--- src/sbc_pkg.sv ---
package sbc_pkg;

  // Register indices; byte address is four times the index
  localparam logic [7:0] IDX_FLAG    = 8'h0C;
  localparam logic [7:0] IDX_ENABLE  = 8'h8C;
  localparam logic [7:0] IDX_CNT_LO  = 8'h0E;
  localparam logic [7:0] IDX_CNT_HI  = 8'h0F;
  localparam logic [7:0] IDX_CTRL    = 8'h10;
  localparam int         ADDR_W      = 10;

  localparam logic [ADDR_W-1:0] ADDR_FLAG   = {IDX_FLAG,   2'b00};
  localparam logic [ADDR_W-1:0] ADDR_ENABLE = {IDX_ENABLE, 2'b00};
  localparam logic [ADDR_W-1:0] ADDR_CNT_LO = {IDX_CNT_LO, 2'b00};
  localparam logic [ADDR_W-1:0] ADDR_CNT_HI = {IDX_CNT_HI, 2'b00};
  localparam logic [ADDR_W-1:0] ADDR_CTRL   = {IDX_CTRL,   2'b00};

  // Control register fields
  localparam int         CTRL_W       = 6;
  localparam int         BIT_RUN      = 0;
  localparam int         BIT_SRC_SEL  = 1;
  localparam int         BIT_SYNC_DIS = 2;
  localparam int         BIT_OSC_EN   = 3;
  localparam int         PS_LSB       = 4;
  localparam int         PS_MSB       = 5;
  localparam logic [CTRL_W-1:0] CTRL_RESET = 6'h00;

  localparam int         FLAG_BIT     = 0;
  localparam logic [15:0] COUNT_RESET = 16'h0000;
  localparam logic [15:0] COUNT_TOP   = 16'hFFFF;
  localparam logic [15:0] COUNT_ONE   = 16'h0001;
  localparam logic [3:0]  MODE_SPECIAL_TRIGGER = 4'hB;

  // Prescale ratios
  localparam logic [1:0] PS_DIV1 = 2'h0;
  localparam logic [1:0] PS_DIV2 = 2'h1;
  localparam logic [1:0] PS_DIV4 = 2'h2;
  localparam logic [1:0] PS_DIV8 = 2'h3;

  // Instruction cycle phases, one clock each
  localparam logic [1:0] PH_FIRST  = 2'h0;
  localparam logic [1:0] PH_SECOND = 2'h1;
  localparam logic [1:0] PH_THIRD  = 2'h2;
  localparam logic [1:0] PH_FOURTH = 2'h3;

  typedef struct packed {
    logic              psel;
    logic              penable;
    logic              pwrite;
    logic [ADDR_W-1:0] paddr;
    logic [31:0]       pwdata;
  } sbc_apb_req_t;

  typedef struct packed {
    logic        pready;
    logic [31:0] prdata;
    logic        pslverr;
  } sbc_apb_rsp_t;

  typedef struct packed {
    logic [3:0]  mode;
    logic [15:0] value;
  } sbc_cmp_t;

endpackage

--- src/sbc_counter.sv ---
// The APB slave port and the address map were left to the implementer.
`timescale 1ns/1ps
// How it works
// [RULE1] Sync mode samples prescaler on second, fourth phases
// [RULE2] Sync mode increments one clock after edge
// [RULE3] Ratio one-to-one passes input straight through
// [RULE4] Other ratios use symmetric ripple divider
// [RULE5] Sync disabled increments directly from input edges
// [RULE6] Async mode counts and overflows during sleep
// [RULE7] Async mode never matches compare units
// [RULE8] Byte reads are unbuffered, so two byte reads may give an incoherent 16-bit value
// [RULE9] Software reads high, low, high again
// [RULE10] Software stops counter before async writes
// [RULE11] Write colliding with increment may be arbitrary
// [RULE12] Oscillator enable bit starts crystal, survives sleep
// [RULE13] Software waits for oscillator start-up
// [RULE14] Trigger-mode compare match clears the counter
// [RULE15] Trigger clear never sets overflow flag
// [RULE16] Software uses timer or sync mode for clear
// [RULE17] Software write beats coincident trigger clear
// [RULE18] Compare value acts as counter period
// [RULE19] Count wraps FFFF to 0000, latching flag
// [RULE20] Source select: instruction cycle or input edges
// [RULE21] Prescale field picks 1, 2, 4, 8; here only the input edges are divided, timer mode ignores the field
// [RULE22] Sync mode stalls in sleep, prescaler runs
module sbc_counter (
  // Clock and reset
  input  wire logic                  clk_sys,
  input  wire logic                  rst_b,
  // Register bus
  input  wire sbc_pkg::sbc_apb_req_t apb_req,
  output sbc_pkg::sbc_apb_rsp_t      apb_rsp,
  // Count sources
  input  wire logic                  external_count_input,
  input  wire logic                  crystal_input_pin,
  input  wire logic                  sleep,
  // Compare units
  input  wire sbc_pkg::sbc_cmp_t     compare_unit_one,
  input  wire sbc_pkg::sbc_cmp_t     compare_unit_two,
  // Status outputs
  output logic                       crystal_osc_enable_bit,
  output logic                       overflow_irq,
  output logic [15:0]                sixteen_bit_count
);
  import sbc_pkg::*;

  typedef struct packed {
    logic [CTRL_W-1:0] ctrl;
    logic [15:0]       count;
    logic              overflow_irq_flag;
    logic              irq_enable;
    logic [1:0]        phase;
    logic              sync_level;
    logic              sync_edge;
    logic              async_prev;
    logic              osc_on;
    logic              irq;
    sbc_apb_rsp_t      rsp;
  } sbc_state_t;

  sbc_state_t s;
  sbc_state_t next_s;

  logic       count_in;
  logic       presc_out;
  logic       presc_clear;
  logic       bus_setup;
  logic       bus_write;
  logic       wr_lo;
  logic       wr_hi;
  logic       run;
  logic       ext_src;
  logic       sync_dis;
  logic       async_mode;
  logic       sample_phase;
  logic       inc;
  logic       trig;
  logic       wrap;

  // Counting input picks crystal when oscillator is on
  assign count_in = s.ctrl[BIT_OSC_EN] ? crystal_input_pin : external_count_input;

  assign bus_setup   = apb_req.psel && !apb_req.penable;
  assign bus_write   = apb_req.psel && apb_req.penable && s.rsp.pready && apb_req.pwrite;
  assign wr_lo       = bus_write && (apb_req.paddr == ADDR_CNT_LO);
  assign wr_hi       = bus_write && (apb_req.paddr == ADDR_CNT_HI);
  assign presc_clear = wr_lo || wr_hi;

  sbc_presc u_presc (
    .clk_sys   (clk_sys),
    .rst_b     (rst_b),
    .in_level  (count_in),
    .clear     (presc_clear),
    .ratio     (s.ctrl[PS_MSB:PS_LSB]), // [RULE21]
    .presc_out (presc_out)
  );

  always_comb
  begin
    next_s = s;

    run          = s.ctrl[BIT_RUN];
    ext_src      = s.ctrl[BIT_SRC_SEL];
    sync_dis     = s.ctrl[BIT_SYNC_DIS];
    async_mode   = ext_src && sync_dis;
    sample_phase = (s.phase == PH_SECOND) || (s.phase == PH_FOURTH);

    // Phase clocks stop while the processor sleeps
    if (!sleep)
    begin
      next_s.phase = s.phase + 2'h1;
    end

    // Synchroniser, shut off in sleep
    next_s.sync_edge = 1'b0;
    if (sample_phase && !sleep) // [RULE22]
    begin
      next_s.sync_level = presc_out; // [RULE1]
      next_s.sync_edge  = presc_out && !s.sync_level; // [RULE1]
    end

    // Unsynchronised edge detect keeps running in sleep
    next_s.async_prev = presc_out;

    // Increment source
    if (!ext_src)
    begin
      inc = !sleep && (s.phase == PH_FOURTH); // [RULE20]
    end
    else if (sync_dis)
    begin
      inc = presc_out && !s.async_prev; // [RULE5] [RULE6]
    end
    else
    begin
      inc = s.sync_edge; // [RULE2] [RULE20]
    end
    inc = inc && run;

    // Special event trigger; ignored in async mode
    trig = !async_mode && // [RULE7]
           (((compare_unit_one.mode == MODE_SPECIAL_TRIGGER) && (s.count == compare_unit_one.value)) ||
            ((compare_unit_two.mode == MODE_SPECIAL_TRIGGER) && (s.count == compare_unit_two.value))); // [RULE14]

    wrap = 1'b0;

    // Count update: write, then trigger, then increment
    if (wr_lo || wr_hi)
    begin
      if (wr_lo)
      begin
        next_s.count[7:0] = apb_req.pwdata[7:0]; // [RULE17] [RULE11]
      end
      if (wr_hi)
      begin
        next_s.count[15:8] = apb_req.pwdata[7:0]; // [RULE17] [RULE11]
      end
    end
    else if (trig)
    begin
      next_s.count = COUNT_RESET; // [RULE14] [RULE18] [RULE15]
    end
    else if (inc)
    begin
      next_s.count = s.count + COUNT_ONE; // [RULE19]
      wrap         = (s.count == COUNT_TOP); // [RULE19]
    end

    // Register writes
    if (bus_write)
    begin
      case (apb_req.paddr)
        ADDR_CTRL:
        begin
          next_s.ctrl = apb_req.pwdata[CTRL_W-1:0];
        end
        ADDR_FLAG:
        begin
          next_s.overflow_irq_flag = apb_req.pwdata[FLAG_BIT];
        end
        ADDR_ENABLE:
        begin
          next_s.irq_enable = apb_req.pwdata[FLAG_BIT];
        end
        default:
        begin
          next_s.ctrl = s.ctrl;
        end
      endcase
    end

    // Overflow set wins over a coincident clear
    if (wrap)
    begin
      next_s.overflow_irq_flag = 1'b1; // [RULE19] [RULE6]
    end
    next_s.irq = next_s.overflow_irq_flag && next_s.irq_enable; // [RULE19]

    // Oscillator follows its enable, ungated by sleep
    next_s.osc_on = next_s.ctrl[BIT_OSC_EN]; // [RULE12]

    // Bus answer: ready in the first access cycle
    next_s.rsp.pready  = 1'b0;
    next_s.rsp.pslverr = 1'b0;
    next_s.rsp.prdata  = 32'h0000_0000;
    if (bus_setup)
    begin
      next_s.rsp.pready = 1'b1;
      case (apb_req.paddr)
        ADDR_CTRL:
        begin
          next_s.rsp.prdata[CTRL_W-1:0] = s.ctrl;
        end
        ADDR_FLAG:
        begin
          next_s.rsp.prdata[FLAG_BIT] = s.overflow_irq_flag;
        end
        ADDR_ENABLE:
        begin
          next_s.rsp.prdata[FLAG_BIT] = s.irq_enable;
        end
        ADDR_CNT_LO:
        begin
          next_s.rsp.prdata[7:0] = s.count[7:0]; // [RULE8]
        end
        ADDR_CNT_HI:
        begin
          next_s.rsp.prdata[7:0] = s.count[15:8]; // [RULE8]
        end
        default:
        begin
          next_s.rsp.pslverr = 1'b1;
        end
      endcase
    end
  end

  always_ff @(posedge clk_sys or negedge rst_b)
  begin
    if (!rst_b)
    begin
      s       <= '0;
      s.ctrl  <= CTRL_RESET;
      s.count <= COUNT_RESET;
    end
    else
    begin
      s <= next_s;
    end
  end

  assign apb_rsp                = s.rsp;
  assign crystal_osc_enable_bit = s.osc_on;
  assign overflow_irq           = s.irq;
  assign sixteen_bit_count      = s.count;

endmodule // sbc_counter

--- src/sbc_presc.sv ---
`timescale 1ns/1ps
module sbc_presc (
  // Clock and reset
  input  wire logic       clk_sys,
  input  wire logic       rst_b,
  // Count input and control
  input  wire logic       in_level,
  input  wire logic       clear,
  input  wire logic [1:0] ratio,
  // Prescaled level
  output logic            presc_out
);
  import sbc_pkg::*;

  typedef struct packed {
    logic       prev;
    logic [2:0] cnt;
    logic       out;
  } sbc_presc_state_t;

  sbc_presc_state_t s;
  sbc_presc_state_t next_s;

  always_comb
  begin
    next_s      = s;
    next_s.prev = in_level;
    if (clear)
    begin
      next_s.cnt = 3'h0;
    end
    else if (in_level && !s.prev)
    begin
      next_s.cnt = s.cnt + 3'h1;
    end
    case (ratio)
      PS_DIV1: next_s.out = in_level; // [RULE3]
      PS_DIV2: next_s.out = s.cnt[0]; // [RULE4]
      PS_DIV4: next_s.out = s.cnt[1]; // [RULE4]
      PS_DIV8: next_s.out = s.cnt[2]; // [RULE4]
      default: next_s.out = in_level;
    endcase
  end

  always_ff @(posedge clk_sys or negedge rst_b)
  begin
    if (!rst_b)
    begin
      s <= '0;
    end
    else
    begin
      s <= next_s;
    end
  end

  assign presc_out = s.out;

endmodule // sbc_presc

--- config.mk ---
export PLATFORM = sky130hd
export DESIGN_NAME = sbc_counter
export DESIGN_NICKNAME = d
export VERILOG_FILES = /design/src/sbc_pkg.sv /design/src/sbc_counter.sv /design/src/sbc_presc.sv
export SDC_FILE = /design/constraint.sdc
export NUM_CORES = 1
export LEC_CHECK = 0
export BUFFER_PORTS_ARGS = -buffer_cell sky130_fd_sc_hd__buf_2
export CORE_UTILIZATION = 40
export DETAILED_ROUTE_END_ITERATION = 10
export PLACE_DENSITY_LB_ADDON = 0.05
export SETUP_SLACK_MARGIN = 0.2
export SLEW_MARGIN = 0
export SYNTH_ARGS = -nofsm -noshare
export SYNTH_HDL_FRONTEND = slang
export SYNTH_SLANG_ARGS = --single-unit
export TNS_END_PERCENT = 1
--- constraint.sdc ---
create_clock -name clk_sys -period 2.46 [get_ports clk_sys]
set_input_delay 0.492 -clock clk_sys [delete_from_list [all_inputs] [get_ports clk_sys]]
set_output_delay 0.492 -clock clk_sys [all_outputs]
set_load 0.02 [all_outputs]
-- Word-level counts from Yosys, hierarchy flattened
Cells that the tools add are included.
- flip-flop bits (word level): 45
- input port bits: 90
- output and inout port bits: 52
- logic and storage cells: 95
- $add $sub $neg: 3
- equal/unequal tests: 17
- muxes and demuxes: 25
- reductions and logical operators: 33
- operators with widths (kind ; count):
    $mux 16 ; 3
    $eq 16x16->1 ; 2
    $eq 10x6->1 const B ; 3
    $logic_and 1x1->1 ; 17
    $add 16x1->16 const B ; 1
    $eq 16x16->1 const B ; 1
    $mux 8 ; 2
    $pmux 5 s3 ; 1
    $mux 1 ; 12
    $eq 10x10->1 const B ; 1
    $eq 10x7->1 const B ; 1
    $mux 9 ; 1
    $eq 4x4->1 const B ; 2
    $eq 2x2->1 const B ; 3
    $logic_not 1->1 ; 6
    $mux 3 ; 2
    $reduce_and 2->1 ; 3
    $pmux 1 s5 ; 1
    $reduce_or 5->1 ; 1
    $eq 2x1->1 const B ; 2
    $ne 2x1->1 const B ; 2
    $pmux 1 s4 ; 1
    $pmux 2 s2 ; 1
    $add 3x1->3 const B ; 1
    6 further kinds ; 8

-- Logic depth before layout (Yosys ltp)
Gate-level depths: netlist of run 1.
- word-level depth: 10
- mapped depth: 8
- mapped depth without buffers: 7

-- Hierarchy
From an unflattened synthesis of run 1, not the netlist that was laid out.
- cell total of the unflattened synthesis: 399
- area total of the unflattened synthesis: 3585.9 um2
- modules (own cells, without submodules) (module ; instances ; cells each ; area each (um2) ; seq. area each (um2)):
    sbc_counter ; 1 ; 384 ; 3372.0 ; 1001.0
    sbc_presc ; 1 ; 15 ; 214.0 ; 125.1

-- Worst setup path before layout of run 1
No wires, ideal clock.
- path kind: input port to flip-flop
- start: input port apb_req[33] in the netlist's numbering
- end: register s, in the netlist overflow_irq
- library setup time: 128 ps
- data arrival time: 2118 ps
- data required time: 2332 ps
- path slack: 213 ps
- cell stages on the path: 6
- path buffers: 0
- path through: or3_1 > or3_4 > or2_1 > nor3_1 > mux2_2 > a21boi_1
- RTL lines (item ; line ; RTL):
    from (decl) ; sbc_counter.sv:31 ; input wire sbc_pkg::sbc_apb_req_t apb_req,
    to (signal assigned) ; sbc_counter.sv:248 ; s <= next_s;
    to (decl) ; sbc_counter.sv:61 ; sbc_state_t s;

-- Worst setup path after layout of run 1
- start: input port apb_req[33] in the netlist's numbering
- end: register s, in the netlist sixteen_bit_count[8]
- cells in the longest elaborated chain, start to end: 5
- elaborated cells between the ends (all ways): 9
- those cells by class: 3 x eq/ne; 1 x mux; 5 x reduce/logical
- RTL lines (item ; line ; RTL):
    $eq 10x6->1, on equally long branches ; sbc_counter.sv:85, sbc_counter.sv:86 ;
    $logic_and 1x1->1, on equally long branches ; sbc_counter.sv:85, sbc_counter.sv:86 ;
    $logic_or 1x1->1 ; sbc_counter.sv:148 ; if (wr_lo || wr_hi)
    $ne 2x1->1 (no line) or $reduce_bool 3->1 (tied branches) ; n/a ;
    $reduce_and 2->1 (no line) ; n/a ;
Parallel ways exist; a longest one is shown, timed or not.
A chain may end at the register's enable or synchronous reset.

==> results.py, run 1 <==
metrics = {
    "yosys": {
        "synthFlopType": "dfrtp_1",
        "ys_ff_latch": 45,
        "synth.distinct_cells": 53,
        "synth_simple_gate_area_share_pct": 21.7,
        "async_flop_share_pct": 100,
        "synth_top_family_by_area": "simple AND/OR/NAND/NOR gates",
        "synth_xor_area_share_pct": 10.1,
        "netlist_instances": 370,
        "synth_adder_area_share_pct": 1.49,
        "ys_seq_area_share_pct": 33.4,
        "yosysWarningCount": 0,
        "syn-cell-area_um2": 3370,
        "yosys-mux-area-fraction_pct": 8.14,
        "synth-edff-count": 0,
        "synth_compound_area_share_pct": 8.88,
        "avgSynthCellArea_um2": 9.10,
    },
    "floorplanning": {
        "design.die.area_um2": 8790,
        "start_util_pct": 41.2,
        "rows": 33,
        "coreArea_um2": 8180,
        "die_y_um": 93.7,
        "pin_count": 142,
        "die-width_um": 93.7,
    },
    "worst_hold_path": {
        "hp-class": "in -> async",
    },
    "grt": {
        "grt_pass1_wl_um": 14000,
        "grt_overflow": 0,
        "grt_pass1_vias": 2719,
        "grt_max_degree": 28,
        "grt_antenna_before_repair": 0,
        "grtUsageTotal_pct": 21.2,
    },
    "finish": {
        "area_growth_pct": 14.3,
        "drive_above_1_share_pct": 32.9,
        "antenna_cells": 0,
        "layout.nets": 540,
    },
    "job": {
        "cap_violations": 0,
    },
    "worst_setup_path": {
        "worst_ep_required_time_ns": 2.66,
        "cpPeakStageDelay_ns": 0.51,
        "start_kind": "input pin",
        "worst_setup_path_end_kind": "flop",
        "worstPathMaxFanout": 10,
        "cp.arrival_ns": 2.39,
        "worst-setup-path-type": "in -> reg",
        "critical_path.slowest_cell": "or4b_1",
        "path_cells": "buf_2 > or3_1 > or4b_1 > or2_1 > buf_4 > nor2_8 > a31oi_1 > o221ai_1",
    },
    "timing": {
        "setup_viol": 0,
        "final.setup.tns_ns": 0,
        "hold_violations": 0,
        "final_max_slew_viol_count": 0,
        "fmax_mhz": 457,
        "fin_skew_ns": 0.00919,
        "final.period_utilization_pct": 88.9,
        "max_slew_margin_pct": 58.0,
        "worst_pin_slew_ns": 0.629,
        "grt_setup_unrepaired": "true",
        "period_needed_ns": 2.19,
        "timing.hold.ws_ns": 0.202,
    },
    "route": {
        "wl_per_cell_um": 16.6,
        "drt_wl_total_um": 9150,
        "via_per_inst": 5.26,
        "num_vias": 2903,
        "drt-initial-drc-count": 233,
        "drc": 0,
        "detail-route-antenna-nets": 0,
        "drt_pass1_iterations": 4,
    },
    "clock_network": {
        "ctsResizeCount": 0,
        "clock_sinks": 45,
        "cts_root_buf": "clkbuf_8",
        "cts_setup_buffers": 0,
        "postCtsHoldBufs": 0,
        "cts_inserted_buffers": 5,
        "clk_pin_slew_ns": 0.09,
        "clock_latency_ns": 0.30,
        "h-tree-depth": 2,
        "cts_buffer_depth": 2,
        "cts_tree": "yes",
    },
    "power": {
        "powerDensity_nw_per_um2": 446,
        "p_leak_nw": 1.80,
        "ir_drop_uv": 368,
        "totalPowerFinal_mw": 1.72,
    },
    "place": {
        "portBuffers": 93,
        "dpl.hpwl_um": 7060,
        "gp_congestion": 0.888,
    },
    "run_status": {
        "status": "completed",
    },
}
==> sequential cells by signal, summed over array words and instances (netlist names) <==
name               flops
apb_rsp               10
ext_src                1
overflow_irq           1
run                    1
s                     11
sixteen_bit_count     16
u_presc.presc_out      1
u_presc.s              4
==> kinds of logic after synthesis <==
family / Yosys count
AOI/OAI and AO/OA: 45
xor gates and xnor gates: 39
adders and majority gates: 4
buffers and inverters: 84
DFF: 45
muxes: 25
other: 1
and+or+nand+nor: 127
==> where the power goes <==
part           switching, mW  internal, mW
sequential            0.0471         0.798
clock                  0.258         0.305
combinational          0.169         0.142
==> critical path: cells and delay by family <==
| family | cells | cell delay [ns] |
|---|---|---|
| compound gates | 2 | 0.27 |
| buf+inv | 2 | 0.28 |
| simple gates | 4 | 1.33 |
==> per-layer routing <==
layer	wire (um)	GRT usage (%)
met2	4240	34.9
met3	646	3.07
met5	0	0
met1	4130	29.2
met4	136	5.51
==> final timing paths <==
check,startpoint,end,slack (ns),depth (start not counted)
max,apb_req[33],sixteen_bit_count[8]$_DFFE_PN0P_,0.27,8
min,rst_b,sixteen_bit_count[11]$_DFFE_PN0P_,0.20,1
max reg2reg,sixteen_bit_count[11]$_DFFE_PN0P_,sixteen_bit_count[8]$_DFFE_PN0P_,0.33,7
min reg2reg,u_presc.presc_out$_DFF_PN0_,s[36]$_DFF_PN0_,0.43,0
max in group asynchronous,rst_b,sixteen_bit_count[6]$_DFFE_PN0P_,1.68,2
min in group clk_sys,sleep,s[39]$_DFFE_PN0N_,0.41,2
==> cell usage in the layout (no fill, tap or decap), drive strengths merged, types with 2 or more instances in the layout <==
master and n:
a21oi 8, a22oi 3, a31oi 11, a32oi 2, and2 2, and3 5
and4 2, buf 117, clkbuf 6, conb 24, dfrtp 45, ha 4
inv 13, mux2 9, mux2i 15, nand2 22, nand2b 2, nand3 10
nand4 23, nor2 23, nor2b 4, nor3 17, nor3b 3, nor4 2
o211ai 2, o21ai 6, o221ai 5, o22ai 4, or2 4, or3 3
or4b 3, xnor2 37, xor2 2
==> final cells by class <==
cell class,instances,area [um2]
clock inverter,2,38.8
timing repair buffer,117,646
multi-input combinational,264,1790
tap,105,131
fill,826,4330
clock buffer,6,72.6
sequential,45,1130
inverter,13,48.8
==> metrics by stage <==
step	area [um2]	utilization, %	instances	setup WS, ns
after floorplan	3450	-	393	0.213
after global placement	3740	45.7	544	-0.0582
after detailed placement	3740	45.7	544	-0.0536
after CTS	3850	47.1	552	0.254
after global routing	3850	47.1	552	0.179
final	3850	47.1	552	0.273
==> synthesized netlist by cell type (all sizes together), types with 8 or more instances <==
cell	count	area [um2]
a31oi	11	68.8
nand3	10	50.1
dfrtp	45	1130
a21oi	8	40.0
mux2i	15	150
nor2	23	110
inv	13	48.8
nand2	22	85.1
nor3	17	85.1
xnor2	37	324
mux2	9	101
buf	69	485
nand4	23	144
(Power assumes the default switching activity.)
==> inputs of run 2 (changes only) <==
- clock period: 2.46 -> 2.1 ns (I/O delays scaled with it)
==> results.py, run 2 (synthesis gave the netlist of run 1 again) <==
metrics = {
    "run_status": {
        "status": "completed",
    },
    "route": {
        "drt-initial-drc-count": 241,
        "drc": 0,
        "num_vias": 2955,
        "drt_wl_total_um": 9390,
        "detail-route-antenna-nets": 0,
        "via_per_inst": 5.21,
        "drt_pass1_iterations": 4,
        "wl_per_cell_um": 16.6,
    },
    "worst_setup_path": {
        "cp.arrival_ns": 2.22,
        "cpPeakStageDelay_ns": 0.51,
        "worst-setup-path-type": "in -> reg",
        "critical_path.slowest_cell": "or4b_4",
        "cp_common_cell": "buf_6",
        "crit_family": "simple AND/OR/NAND/NOR gates",
        "worst_setup_path_end_kind": "flop",
        "path_cells": "buf_2 > or3_1 > or4b_4 > buf_6 > nor2_4 > and2_4 > buf_6 > a31oi_1 > o211ai_1",
        "worst_ep_required_time_ns": 2.32,
        "start_kind": "input pin",
        "critical_path_buf_inv_count": 3,
        "worstPathMaxFanout": 7,
    },
    "clock_network": {
        "cts_buffer_depth": 2,
        "h-tree-depth": 2,
        "cts_inserted_buffers": 5,
        "cts_root_buf": "clkbuf_8",
        "postCtsHoldBufs": 0,
        "clk_pin_slew_ns": 0.09,
        "clock_sinks": 45,
        "cts_tree": "yes",
        "clock_latency_ns": 0.30,
    },
    "timing": {
        "setup_viol": 0,
        "final.period_utilization_pct": 95.0,
        "timing.hold.ws_ns": 0.0815,
        "fin_skew_ns": 0.0107,
        "hold_violations": 0,
        "fmax_mhz": 501,
        "period_needed_ns": 2.00,
        "grt_setup_unrepaired": "true",
        "final_max_slew_viol_count": 0,
        "final.setup.tns_ns": 0,
    },
    "finish": {
        "final_common_cell": "buf_2",
        "largest_reg_flops": 16,
        "antenna_cells": 0,
        "fillerInstances": 832,
        "seq_area_um2": 1130,
        "final_cell_mix": "93 x buf_2, 42 x dfrtp_1, 35 x xnor2_1",
        "stdcell_count": 567,
        "layout.nets": 555,
        "area_growth_pct": 20.2,
        "multi_input_area_um2": 1850,
        "drive_above_1_share_pct": 37.7,
    },
    "power": {
        "p_leak_nw": 1.90,
        "totalPowerFinal_mw": 2.06,
        "powerDensity_nw_per_um2": 509,
        "ir_drop_uv": 328,
    },
    "place": {
        "dp.cells": 554,
        "portBuffers": 93,
        "gp_congestion": 0.900,
        "dpl.hpwl_um": 7300,
    },
    "grt": {
        "grt_pass1_vias": 2843,
        "grtUsageTotal_pct": 22.3,
        "grt_overflow": 0,
        "grt_pass1_wl_um": 14900,
        "use_met1_pct": 30.6,
        "use_met3_pct": 3.64,
        "grt_antenna_before_repair": 0,
        "grt_max_degree": 46,
        "grt-busiest-layer": "met2",
        "grt_util_met2_pct": 35.9,
    },
    "floorplanning": {
        "die-width_um": 93.7,
        "die_y_um": 93.7,
        "coreArea_um2": 8180,
        "rows": 33,
        "start_util_pct": 41.2,
        "design.die.area_um2": 8790,
        "pin_count": 142,
    },
    "job": {
        "cap_violations": 0,
    },
    "worst_hold_path": {
        "hp-class": "in -> async",
    },
}
[run 2: cell count changes in the layout (fill, tap and decap cells not counted), sizes merged]
cell	before	now
buf	117	131
nor2	23	24
[run 2: worst paths after layout]
kind                                        start                                to  slack, ns  cells after the start
worst max-delay path                  apb_req[33]  sixteen_bit_count[3]$_DFFE_PN0P_       0.10                      9
worst min-delay path                        rst_b              apb_rsp[0]$_DFF_PN0_       0.08                      2
worst max register to register  s[39]$_DFFE_PN0N_  sixteen_bit_count[6]$_DFFE_PN0P_       0.16                      7
worst min register to register  s[38]$_DFFE_PN0P_                   s[37]$_DFF_PN0_       0.43                      1
max in group asynchronous                   rst_b  sixteen_bit_count[4]$_DFFE_PN0P_       1.78                      2
min in group clk_sys                        sleep                 s[39]$_DFFE_PN0N_       0.35                      2
[run 2: area by class of cell]
cell class,instances,area share (%)
clock inverters,2,0.958
well taps,105,3.25
inverters,13,1.21
flip-flops and latches,45,27.9
clock buffers,6,1.79
repair buffers,131,19.2
multi-input cells,265,45.7
[run 2: timing repair]
item                                    4_1_cts  5_1_grt
pin swaps                                     7        0
endpoints found under the setup margin       24       24
gates cloned                                  1        0
gates resized for setup                      14        5
buffers inserted                              2        2
[run 2: where the power goes]
part	total (mW)	switching [mW]	internal (mW)	leakage, nW
combinational	0.405	0.212	0.193	1.29
clock	0.673	0.315	0.358	0.0554
sequential	0.983	0.0475	0.935	0.551
total	2.06	0.575	1.49	1.90
[run 2: per-layer routing]
metal  part of all wire (%)  wire length, um
met5                      0                0
met4                    1.6              153
met3                    7.2              676
met2                     47             4400
met1                     44             4150
[run 2: stage by stage]
stage               worst slack [ns]  util (%)  area, um2
floorplan                    -0.0549         -       3460
global placement              -0.302      46.8       3830
detailed placement            -0.289      46.8       3830
CTS                            0.102      49.0       4010
global route                  0.0256      49.5       4050
finish                         0.104      49.5       4050
